$ cat src/inc/omc_pkg.sv
package omc_pkg;

   // ----------------------------------------
   // Command codes and pages
   // ----------------------------------------
   localparam logic [7:0] CMD_OPERATION = 8'h01;
   localparam logic [7:0] CMD_NOM_VID   = 8'h21;
   localparam logic [7:0] CMD_MLOW_VID  = 8'h26;
   localparam logic [7:0] PAGE_A        = 8'h00;
   localparam logic [7:0] PAGE_B        = 8'h01;
   localparam logic [7:0] PAGE_ALL      = 8'hFF;

   // ----------------------------------------
   // Field layout and reset values
   // ----------------------------------------
   localparam int         VID_W       = 8;
   localparam int         WORD_W      = 16;
   localparam int         OP_ON       = 7;
   localparam int         MRG_HI      = 5;
   localparam int         MRG_LO      = 2;
   localparam logic [7:0] OP_WMASK    = 8'hBF;
   localparam logic [7:0] OP_RESET    = 8'h00;
   localparam logic [7:0] MLOW_RESET  = 8'h00;
   localparam logic [7:0] VID_UPPER   = 8'h00;
   localparam logic [3:0] MRG_OFF      = 4'h0;
   localparam logic [3:0] MRG_LOW_IGN  = 4'h5;
   localparam logic [3:0] MRG_LOW_ACT  = 4'h6;
   localparam logic [3:0] MRG_HIGH_IGN = 4'h9;
   localparam logic [3:0] MRG_HIGH_ACT = 4'hA;

   // ----------------------------------------
   // Timing
   // ----------------------------------------
   localparam int CLK_PERIOD_NS = 40;
   localparam int STEP_TIME_NS  = 1000;
   localparam int STEP_CYCLES   = (STEP_TIME_NS + CLK_PERIOD_NS - 1) / CLK_PERIOD_NS;

   typedef enum logic [1:0] {SEL_NOM, SEL_LOW, SEL_HIGH} omc_sel_e;

   function automatic omc_sel_e margin_sel(input logic [3:0] code);
      case (code)
         MRG_LOW_IGN, MRG_LOW_ACT:   margin_sel = SEL_LOW;
         MRG_HIGH_IGN, MRG_HIGH_ACT: margin_sel = SEL_HIGH;
         default:                    margin_sel = SEL_NOM;
      endcase
   endfunction : margin_sel

   function automatic logic margin_ignore(input logic [3:0] code);
      margin_ignore = (code == MRG_LOW_IGN) || (code == MRG_HIGH_IGN);
   endfunction : margin_ignore

   function automatic logic margin_act(input logic [3:0] code);
      margin_act = (code == MRG_LOW_ACT) || (code == MRG_HIGH_ACT);
   endfunction : margin_act

endpackage : omc_pkg

$ cat src/omc_slew.sv
`timescale 1ns/1ps
`default_nettype none

module omc_slew #(
   parameter int STEP_CYCLES = omc_pkg::STEP_CYCLES
) (
   input  wire logic                     clock,
   input  wire logic                     rstn,
   input  wire logic                     snap,
   input  wire logic [omc_pkg::VID_W-1:0] target,
   output logic      [omc_pkg::VID_W-1:0] cur_ff,
   output logic                          busy_ff
);

   typedef enum logic {SLW_HOLD, SLW_WAIT} omc_slw_e;

   omc_slw_e    state_ff;
   logic [15:0] cnt_ff;

   // ----------------------------------------
   // One VID step per interval
   // ----------------------------------------
   // Snap while not converting: there is no output to ramp
   always_ff @(posedge clock or negedge rstn)
   begin
      if (!rstn)
      begin
         state_ff <= SLW_HOLD;
         cnt_ff   <= 16'h0000;
         cur_ff   <= 8'h00;
      end
      else if (snap)
      begin
         state_ff <= SLW_HOLD;
         cnt_ff   <= 16'h0000;
         cur_ff   <= target;
      end
      else
      begin
         case (state_ff)
            SLW_HOLD:
            begin
               cnt_ff <= 16'h0000;
               if (target != cur_ff)
                  state_ff <= SLW_WAIT;
            end
            SLW_WAIT:
            begin
               if (cnt_ff >= 16'(STEP_CYCLES - 1))
               begin
                  cnt_ff   <= 16'h0000;
                  state_ff <= SLW_HOLD;
                  if (target > cur_ff)
                     cur_ff <= cur_ff + 8'h01;
                  else if (target < cur_ff)
                     cur_ff <= cur_ff - 8'h01;
               end
               else
                  cnt_ff <= cnt_ff + 16'h0001;
            end
            default: state_ff <= SLW_HOLD;
         endcase
      end
   end

   always_ff @(posedge clock or negedge rstn)
   begin
      if (!rstn)
         busy_ff <= 1'b0;
      else
         busy_ff <= !snap && (target != cur_ff);
   end
endmodule : omc_slew

`default_nettype wire

$ cat src/omc_margin_ctrl.sv
`timescale 1ns/1ps
`default_nettype none

module omc_margin_ctrl #(
   parameter int STEP_CYCLES = omc_pkg::STEP_CYCLES
) (
   input  wire logic        clock,
   input  wire logic        rstn,
   input  wire logic [7:0]  page_code,
   input  wire logic        cmd_valid,
   input  wire logic        cmd_write,
   input  wire logic        cmd_word,
   input  wire logic [7:0]  cmd_code,
   input  wire logic [15:0] cmd_wdata,
   output logic             rsp_valid_ff,
   output logic             rsp_error_ff,
   output logic      [15:0] rsp_rdata_ff,
   input  wire logic        onoff_use_cmd,
   input  wire logic        onoff_use_pin,
   input  wire logic        input_ok,
   input  wire logic        chan_a_enable_pin,
   input  wire logic        chan_b_enable_pin,
   input  wire logic [7:0]  vout_max_vid,
   input  wire logic [7:0]  nvm_nominal_vid_a,
   input  wire logic [7:0]  nvm_nominal_vid_b,
   input  wire logic [7:0]  margin_high_vid_a,
   input  wire logic [7:0]  margin_high_vid_b,
   input  wire logic [1:0]  vout_warn_clr,
   output logic      [1:0]  conv_en_ff,
   output logic      [1:0]  ovuv_mask_ff,
   output logic      [1:0]  vout_max_warn_ff,
   output logic      [1:0]  ramp_busy,
   output logic      [7:0]  vout_vid_a,
   output logic      [7:0]  vout_vid_b
);

   localparam int NCH = 2;

   logic [7:0]  op_ff       [NCH];
   logic [7:0]  nom_ff      [NCH];
   logic [7:0]  mlow_ff     [NCH];
   logic [7:0]  sel_tgt_ff  [NCH];
   logic [7:0]  cur_vid     [NCH];
   logic [7:0]  nvm_vid     [NCH];
   logic [7:0]  mhigh_vid   [NCH];
   logic [7:0]  nxt_tgt     [NCH];
   logic [NCH-1:0] pin_raw;
   logic [NCH-1:0] sy1_ff;
   logic [NCH-1:0] sy2_ff;
   logic [NCH-1:0] sy3_ff;
   logic [NCH-1:0] pin_ok_ff;
   logic [NCH-1:0] warn_set;
   logic        loaded_ff;
   logic [1:0]  hit;
   logic        is_op;
   logic        is_nom;
   logic        is_mlow;
   logic        size_ok;
   logic        acc_ok;
   logic        wr_ok;
   logic        rd_ch;
   logic [15:0] rd_val;

   assign pin_raw      = {chan_b_enable_pin, chan_a_enable_pin};
   assign nvm_vid[0]   = nvm_nominal_vid_a;
   assign nvm_vid[1]   = nvm_nominal_vid_b;
   assign mhigh_vid[0] = margin_high_vid_a;
   assign mhigh_vid[1] = margin_high_vid_b;
   assign vout_vid_a   = cur_vid[0];
   assign vout_vid_b   = cur_vid[1];

   function automatic logic [1:0] page_hit(input logic [7:0] p);
      case (p)
         omc_pkg::PAGE_A:   page_hit = 2'h1;
         omc_pkg::PAGE_B:   page_hit = 2'h2;
         omc_pkg::PAGE_ALL: page_hit = 2'h3;
         default:           page_hit = 2'h0;
      endcase
   endfunction : page_hit

   function automatic logic [7:0] clamp_max(input logic [7:0] v, input logic [7:0] m);
      clamp_max = (v > m) ? m : v;
   endfunction : clamp_max

   // ----------------------------------------
   // Command decode
   // ----------------------------------------
   // Wrong transaction size, unknown code or page is refused and flagged
   always_comb
   begin
      hit     = page_hit(page_code);
      is_op   = (cmd_code == omc_pkg::CMD_OPERATION);
      is_nom  = (cmd_code == omc_pkg::CMD_NOM_VID);
      is_mlow = (cmd_code == omc_pkg::CMD_MLOW_VID);
      size_ok = (is_op && !cmd_word) || ((is_nom || is_mlow) && cmd_word);
      acc_ok  = cmd_valid && size_ok && (hit != 2'h0) && loaded_ff;
      wr_ok   = acc_ok && cmd_write;
      rd_ch   = (page_code == omc_pkg::PAGE_B);
   end

   // Page FFh reads answer with channel A
   always_comb
   begin
      rd_val = 16'h0000;
      if (is_op)
         rd_val = {8'h00, op_ff[rd_ch]};
      else if (is_nom)
         rd_val = {omc_pkg::VID_UPPER, nom_ff[rd_ch]};
      else if (is_mlow)
         rd_val = {omc_pkg::VID_UPPER, mlow_ff[rd_ch]};
   end

   // ----------------------------------------
   // Response
   // ----------------------------------------
   always_ff @(posedge clock or negedge rstn)
   begin
      if (!rstn)
      begin
         rsp_valid_ff <= 1'b0;
         rsp_error_ff <= 1'b0;
         rsp_rdata_ff <= 16'h0000;
      end
      else
      begin
         rsp_valid_ff <= cmd_valid;
         rsp_error_ff <= cmd_valid && !acc_ok;
         rsp_rdata_ff <= (acc_ok && !cmd_write) ? rd_val : 16'h0000;
      end
   end

   // NVM value is caught on the first edge after release, not under reset
   always_ff @(posedge clock or negedge rstn)
   begin
      if (!rstn)
         loaded_ff <= 1'b0;
      else
         loaded_ff <= 1'b1;
   end

   // ----------------------------------------
   // Per-channel registers and target logic
   // ----------------------------------------
   genvar gi;
   generate
      for (gi = 0; gi < NCH; gi++)
      begin : g_ch
         logic [3:0] mcode;
         omc_pkg::omc_sel_e sel;

         // Pin needs settling: a change counts once two stages agree
         always_ff @(posedge clock or negedge rstn)
         begin
            if (!rstn)
            begin
               sy1_ff[gi]    <= 1'b0;
               sy2_ff[gi]    <= 1'b0;
               sy3_ff[gi]    <= 1'b0;
               pin_ok_ff[gi] <= 1'b0;
            end
            else
            begin
               sy1_ff[gi] <= pin_raw[gi];
               sy2_ff[gi] <= sy1_ff[gi];
               sy3_ff[gi] <= sy2_ff[gi];
               if (sy2_ff[gi] == sy3_ff[gi])
                  pin_ok_ff[gi] <= sy3_ff[gi];
            end
         end

         // Low bits stay writable; the host writes 00b there except in the FFh operation write
         always_ff @(posedge clock or negedge rstn)
         begin
            if (!rstn)
               op_ff[gi] <= omc_pkg::OP_RESET;
            else if (wr_ok && is_op && hit[gi])
               op_ff[gi] <= cmd_wdata[7:0] & omc_pkg::OP_WMASK;
         end

         always_ff @(posedge clock or negedge rstn)
         begin
            if (!rstn)
               nom_ff[gi] <= 8'h00;
            else if (!loaded_ff)
               nom_ff[gi] <= clamp_max(nvm_vid[gi], vout_max_vid);
            else if (wr_ok && is_nom && hit[gi])
               nom_ff[gi] <= clamp_max(cmd_wdata[7:0], vout_max_vid);
            else
               nom_ff[gi] <= clamp_max(nom_ff[gi], vout_max_vid);
         end

         always_ff @(posedge clock or negedge rstn)
         begin
            if (!rstn)
               mlow_ff[gi] <= omc_pkg::MLOW_RESET;
            else if (wr_ok && is_mlow && hit[gi])
               mlow_ff[gi] <= cmd_wdata[7:0];
         end

         always_comb
         begin
            mcode = onoff_use_cmd ? op_ff[gi][omc_pkg::MRG_HI:omc_pkg::MRG_LO] : omc_pkg::MRG_OFF;
            sel   = omc_pkg::margin_sel(mcode);
            case (sel)
               omc_pkg::SEL_LOW:  nxt_tgt[gi] = mlow_ff[gi];
               omc_pkg::SEL_HIGH: nxt_tgt[gi] = mhigh_vid[gi];
               default:           nxt_tgt[gi] = nom_ff[gi];
            endcase
            warn_set[gi] = omc_pkg::margin_act(mcode) && (nxt_tgt[gi] > nom_ff[gi]);
         end

         always_ff @(posedge clock or negedge rstn)
         begin
            if (!rstn)
            begin
               sel_tgt_ff[gi]   <= 8'h00;
               ovuv_mask_ff[gi] <= 1'b0;
            end
            else
            begin
               sel_tgt_ff[gi]   <= nxt_tgt[gi];
               ovuv_mask_ff[gi] <= omc_pkg::margin_ignore(mcode);
            end
         end

         // Set beats clear so a warning is never lost
         always_ff @(posedge clock or negedge rstn)
         begin
            if (!rstn)
               vout_max_warn_ff[gi] <= 1'b0;
            else
               vout_max_warn_ff[gi] <= warn_set[gi] || (vout_max_warn_ff[gi] && !vout_warn_clr[gi]);
         end

         always_ff @(posedge clock or negedge rstn)
         begin
            if (!rstn)
               conv_en_ff[gi] <= 1'b0;
            else
               conv_en_ff[gi] <= (!onoff_use_cmd || op_ff[gi][omc_pkg::OP_ON])
                                 && (!onoff_use_pin || pin_ok_ff[gi]) && input_ok;
         end

         omc_slew #(
            .STEP_CYCLES (STEP_CYCLES)
         ) u_slew (
            .clock   (clock),
            .rstn    (rstn),
            .snap    (!conv_en_ff[gi]),
            .target  (sel_tgt_ff[gi]),
            .cur_ff  (cur_vid[gi]),
            .busy_ff (ramp_busy[gi])
         );
      end
   endgenerate
endmodule : omc_margin_ctrl

`default_nettype wire

$ cat config.mk
export PLATFORM = sky130hd
export DESIGN_NAME = omc_margin_ctrl
export DESIGN_NICKNAME = d
export VERILOG_FILES = /design/src/inc/omc_pkg.sv /design/src/omc_slew.sv /design/src/omc_margin_ctrl.sv
export SDC_FILE = /design/constraint.sdc
export NUM_CORES = 1
export LEC_CHECK = 0
export BUFFER_PORTS_ARGS = -buffer_cell sky130_fd_sc_hd__buf_2
export CORE_UTILIZATION = 60
export DETAILED_ROUTE_END_ITERATION = 16
export PLACE_DENSITY = 0.89
export SYNTH_ARGS = -nofsm -noshare
export SYNTH_HDL_FRONTEND = slang
export SYNTH_HIERARCHICAL = 1
export SYNTH_SLANG_ARGS = --single-unit
$ cat constraint.sdc
create_clock -name clock -period 4.9 [get_ports clock]
set_input_delay 0.98 -clock clock [delete_from_list [all_inputs] [get_ports clock]]
set_output_delay 0.98 -clock clock [all_outputs]
set_load 0.005 [all_outputs]
---- Yosys cells after proc, flatten, opt, wreduce, memory -nomap -nowiden ----
Cells that the tools add are included.
operators by class
  $mul .................................... 0
  $lt $le $gt $ge ......................... 14
  divide/modulo/power cells ............... 0
  add/subtract/negate cells ............... 6
  mux-type cells .......................... 53
  bitwise operators ....................... 3
  shift operators ......................... 0
  reduce and logical (&&, ||, !) cells .... 54
  equality and inequality tests ........... 29
operators by type and width
  kind                                                                number
  two-way mux 8 bit                                                   29
  two-way mux 16 bit                                                  7
  greater-than comparator 8 bit                                       9
  one-hot mux 16 bit (2 select lines)                                 2
  adder 16 x 1 -> 16 bit, second input constant                       2
  greater-or-equal comparator 16 x 5 -> 1 bit, second input constant  2
  one-hot mux 8 bit (2 select lines)                                  2
  logical AND 1 bit                                                   27
  adder 8 x 1 -> 8 bit, second input constant                         2
  equality test 4 x 3 -> 1 bit, second input constant                 4
  equality test 4 bit, second input constant                          4
  equality test 8 x 1 -> 1 bit, second input constant                 2
  equality test 8 x 6 -> 1 bit, second input constant                 2
  less-than comparator 8 bit                                          2
  != test 8 bit                                                       2
  subtractor 8 x 1 -> 8 bit, second input constant                    2
  logical OR 1 bit                                                    12
  != test 3 x 1 -> 1 bit, second input constant                       4
  equality test 8 bit, second input constant                          1
  logical NOT 8 bit                                                   1
  two-way mux 4 bit                                                   2
  != test 2 x 1 -> 1 bit, second input constant                       4
  one-hot mux 2 bit (2 select lines)                                  2
  OR reduction 2 bit                                                  4
  other kinds (12)                                                    29
storage, ports and cells
  input port bits ......................... 84
  output and inout bits ................... 42
  RAM bits ................................ 0
  bits in latches ......................... 0
  word-level logic and storage cells ...... 193
  register bits after elaboration ......... 147
  memory bits (read-only) ................. 0
  memories ................................ 0

---- Depth between registers and ports, before layout ----
  depth in word-level cells ............... 12
  gate-level depth with buffers ........... 15
  mapped depth without buffers ............ 14

---- Modules after synthesis ----
Netlist, hierarchy kept.
by module, submodules not included
  module           seq. area each (µm²)  times used  area each (µm²)  cells each
  omc_margin_ctrl  2177.1                1           5497.8           536
  omc_slew         650.6                 2           1549.0           143

---- Worst setup path before layout ----
Ideal clock, no wire load.
  path kind ............................... input to register
  from .................................... input port onoff_use_cmd
  to ...................................... register vout_max_warn_ff[1]
  cell stages on the path ................. 14
  library setup time ...................... 0.126 ns
  arrival ................................. 3.253 ns
  data required time ...................... 4.774 ns
  setup slack ............................. 1.521 ns
  buffers on the path ..................... 1
  cells stage by stage .................... inv_1 > a21oi_1 > nand2_1 > ha_1 > clkbuf_1 > a221oi_1 > a21oi_1 > ha_1 > nor2b_1 > o21a_1 > o21a_1 > o21ai_0 > a21oi_1 > a221o_1
RTL lines
  what                           line                    RTL
  start, declared                omc_margin_ctrl.sv:18   input wire logic onoff_use_cmd,
  end signal, assigned by index  omc_margin_ctrl.sv:232  vout_max_warn_ff[gi] <= warn_set[gi] || (vout_max_warn_ff[gi] && !vout_warn_clr[gi]);
  end, declared                  omc_margin_ctrl.sv:31   output logic [1:0] vout_max_warn_ff,

---- Worst setup path in the final report ----
  from .................................... input port cmd_code[3]
  to ...................................... register nom_ff[5] (netlist name)
on the way
  cells in the longest elaborated chain, start to end .. 12
  elaborated cells between the ends (all ways) .. 16
  classes of those cells .................. 4 x eq/ne; 2 x mux; 10 x reduce/logical
ends and longest elaborated chain
  what                                             line                                          RTL
  start, declared                                  omc_margin_ctrl.sv:13                         input wire logic [7:0] cmd_code,
  equality test 8 x 6 -> 1 bit (on tied branches)  omc_margin_ctrl.sv:93, omc_margin_ctrl.sv:94
  logical OR 1 bit                                 omc_margin_ctrl.sv:95                         size_ok = (is_op && !cmd_word) || ((is_nom || is_mlow) && cmd_word);
  logical AND 1 bit                                omc_margin_ctrl.sv:95
  logical OR 1 bit                                 omc_margin_ctrl.sv:95
  logical AND 1 bit (3 in a row)                   omc_margin_ctrl.sv:96                         acc_ok = cmd_valid && size_ok && (hit != 2'h0) && loaded_ff;
  logical AND 1 bit                                omc_margin_ctrl.sv:97                         wr_ok = acc_ok && cmd_write;
  logical AND 1 bit (*) (2 in a row)               omc_margin_ctrl.sv:186                        else if (wr_ok && is_nom && hit[gi])
  two-way mux 8 bit                                omc_margin_ctrl.sv:186
  two-way mux 8 bit                                omc_margin_ctrl.sv:184                        else if (!loaded_ff)
  end signal, assigned by index                    omc_margin_ctrl.sv:185                        nom_ff[gi] <= clamp_max(nvm_vid[gi], vout_max_vid);
  end signal, assigned by index                    omc_margin_ctrl.sv:187                        nom_ff[gi] <= clamp_max(cmd_wdata[7:0], vout_max_vid);
  end signal, assigned by index                    omc_margin_ctrl.sv:189                        nom_ff[gi] <= clamp_max(nom_ff[gi], vout_max_vid);
  end, declared                                    omc_margin_ctrl.sv:40                         logic [7:0] nom_ff [NCH];
Every way passes the cells marked *; elsewhere a longest branch is shown, timed or not.
A chain may end at the register's enable or synchronous reset.

==> flow_metrics.tcl <==
set metrics [dict create \
    status "complete, no violations" \
    post-place-ws_ns 1.16 \
    wl_microns 21000 \
    clk_latency_ns 0.42 \
    die_h_microns 122 \
    layout_commonest_cell "dfrtp_1" \
    grt_pass1_vias 7035 \
    postSynthCellCount 822 \
    vias_per_cell 6.13 \
    area_growth_pct 15.6 \
    setup_tns_ns 0 \
    drv_cap 0 \
    rsz0062_at_grt "no" \
    dieArea_sq_um 14800 \
    worst_pin_slew_ns 0.997 \
    multi_input_area_sq_um 4790 \
    cp_max_fo 17 \
    layout_common_cells "139 x dfrtp_1, 108 x buf_2, 94 x ha_1" \
    syn_area_sq_um 8600 \
    routabilityCongestion 0.888 \
    power.total_mw 4.98 \
    reg2reg_depth 14 \
    clock_path_buffers 2 \
    min_period_ns 3.41 \
    worstSetupEndpointType "flop" \
    setup_viol 0 \
    cts_num_sinks 139 \
    wire_per_inst_microns 18.4 \
    start_util_pct 61.7 \
    synth.distinct_cells 65 \
    grt_pass1_wl_microns 34500 \
    final_hold_viol_count 0 \
    power_leakage_nw 4.90 \
    num-fill-cells 960 \
    async_reset_ff_share_pct 100 \
    tritoncts "built" \
    timing.hold.ws_ns 0.344 \
    pin_count 126 \
    setup_ws_ns 1.49 \
    worstReg2RegEnd "g_ch[1].u_slew/cur_ff[6]" \
    ctsHtreeMaxLevel 4 \
    grt_max_degree 104 \
    slew_headroom_pct 32.9 \
    core_sq_um 13900 \
    vias 7022 \
    ys.warnings.count 6 \
    postSynthAreaPerCell_sq_um 10.5 \
    maxSlewViolCount 0 \
    r2r_slack_ns 1.58 \
    final_util_pct 71.3 \
    worstPathArrival_ns 3.67 \
    core.rowCount 43 \
    cts_buffers 17 \
    post_cts_buffers 0 \
    cp.required_ns 5.17 \
    port_buffers 109 \
    cts-root-buf "clkbuf_16" \
    cts_hold_buf 0 \
    ant_nets 0 \
    ctsResizeCount 0 \
    nets 1133 \
    fin_worst_skew_ns 0.00685 \
    drc_errors 0 \
    drt_pass1_iterations 5 \
    hold_class "reg2reg" \
    irDropWorstVdd_mv 0.275 \
    worst-setup-path-type "in2reg" \
    grt_overflow 0 \
    synth_flop_cell "dfrtp_1" \
    r2r-start "g_ch[1].u_slew/cur_ff[1]" \
    crit_start "cmd_code[3]" \
    path_clk_slew_ns 0.06 \
    endpoint "nom_ff[5]" \
    antenna_found_initial 0 \
    startpoint_type "primary input" \
    ys_seq_elements 139 \
    antenna_cells 0 \
    ys_seq_area_share_pct 40.5 \
    max_freq_mhz 294 \
    power_density_nw_per_um2 501 \
    drt_iter0_markers 614 \
    drive_above_1_share_pct 22.5 \
    register_area_sq_um 3480 \
    post-route-period-util_pct 69.5 \
    die_w_microns 122 \
    synth_edf_count 0 \
    post-dp-hpwl_microns 15500 \
    grt.total_usage_pct 30.5 \
]
[stage by stage]
stage	instances	instance area, sq um
finish	1145	9940
global placement	1114	9340
global route	1145	9940
detailed placement	1114	9340
floorplan	849	8700
CTS	1145	9940
[final cells by class]
type / instances / share of cell area (%)
Clock buffer: 18 / 4.32
Clock inverter: 13 / 1.70
Inverter: 66 / 2.49
Multi-Input combinational cell: 614 / 48.2
Sequential cell: 139 / 35.0
Tap cell: 180 / 2.27
Timing Repair Buffer: 115 / 6.01
[critical path, cell delays in order]
cell and delay [ns]:
buf_2 0.10, nor4_1 0.85, nand4_1 0.28, a2111o_1 0.49
or2_1 0.43, nand2b_1 0.33, o221ai_1 0.20
[flip-flops by register name, indices dropped and copies added (netlist names), 8 cells and up]
name and flops:
nom_ff 16, sel_tgt_ff 16, rsp_rdata_ff 8, mlow_ff 16
g_ch.u_slew/cnt_ff 32, op_ff 14, g_ch.u_slew/cur_ff 16
[logic make-up (layout without fill, tap and decap cells)]
group	after synthesis	in the layout	share of synthesized area, %
compound gates	190	190	15.9
fa+ha+maj	98	98	14.4
other cells	4	31	0.175
simple gates	192	192	11.8
buf+inv	96	212	4.98
flops	139	139	40.5
xor+xnor	17	17	1.73
mux	86	86	10.5
[synth_stat cells, types with 3 or more instances]
cell	number	area share [%]
a211oi_1	5	0.44
a21o_1	4	0.35
a21o_2	3	0.31
a21oi_1	65	3.8
a21oi_2	4	0.41
a221oi_1	14	1.4
a22oi_1	3	0.26
and2_1	3	0.22
and3_1	5	0.36
buf_2	3	0.17
buf_4	13	1.1
clkbuf_1	12	0.52
conb_1	4	0.17
dfrtp_1	139	40
ha_1	94	14
inv_1	66	2.9
mux2_1	4	0.52
mux2_2	32	4.2
mux2i_1	50	5.8
nand2_1	50	2.2
nand2b_1	7	0.51
nand3_1	27	1.6
nand4_1	15	1.1
nor2_1	31	1.4
nor2_2	3	0.22
nor2b_1	13	0.95
nor3_1	7	0.41
nor3b_1	3	0.26
nor4_1	9	0.65
o211ai_1	5	0.44
o21a_1	13	1.1
o21ai_0	15	0.87
o21ai_1	4	0.23
o21ai_2	4	0.41
o221ai_1	16	1.6
o22ai_1	8	0.58
o31a_1	4	0.41
or2_2	4	0.29
or4_4	3	0.39
xnor2_1	9	0.92
xor2_1	8	0.82
[metal layers]
metal  share of wire, %  global-route usage (%)
met2                 49                    49.8
met4                4.3                    16.4
met5                  0                       0
met3                6.7                    5.38
met1                 40                    38.7
[report_power, final]
part / internal, mW / total [mW] / switching [mW] / leakage, nW
registers: 1.31 / 1.50 / 0.188 / 1.77
logic: 0.969 / 2.19 / 1.22 / 2.86
clock network: 0.799 / 1.29 / 0.495 / 0.267
[how the worst min path moves through the flow]
stage,from,endpoint,slack (ns),depth (start not counted)
3_5_place_dp,sy1_ff[0],sy2_ff[0],0.34,0
6_report,sy1_ff[0],sy2_ff[0],0.34,0
5_1_grt,sy1_ff[0],sy2_ff[0],0.36,0
3_3_place_gp,sy1_ff[0],sy2_ff[0],0.33,0
2_1_floorplan,sy1_ff[0],sy2_ff[0],0.33,0
4_1_cts,sy1_ff[0],sy2_ff[0],0.35,0
(Power assumes the default switching activity.)
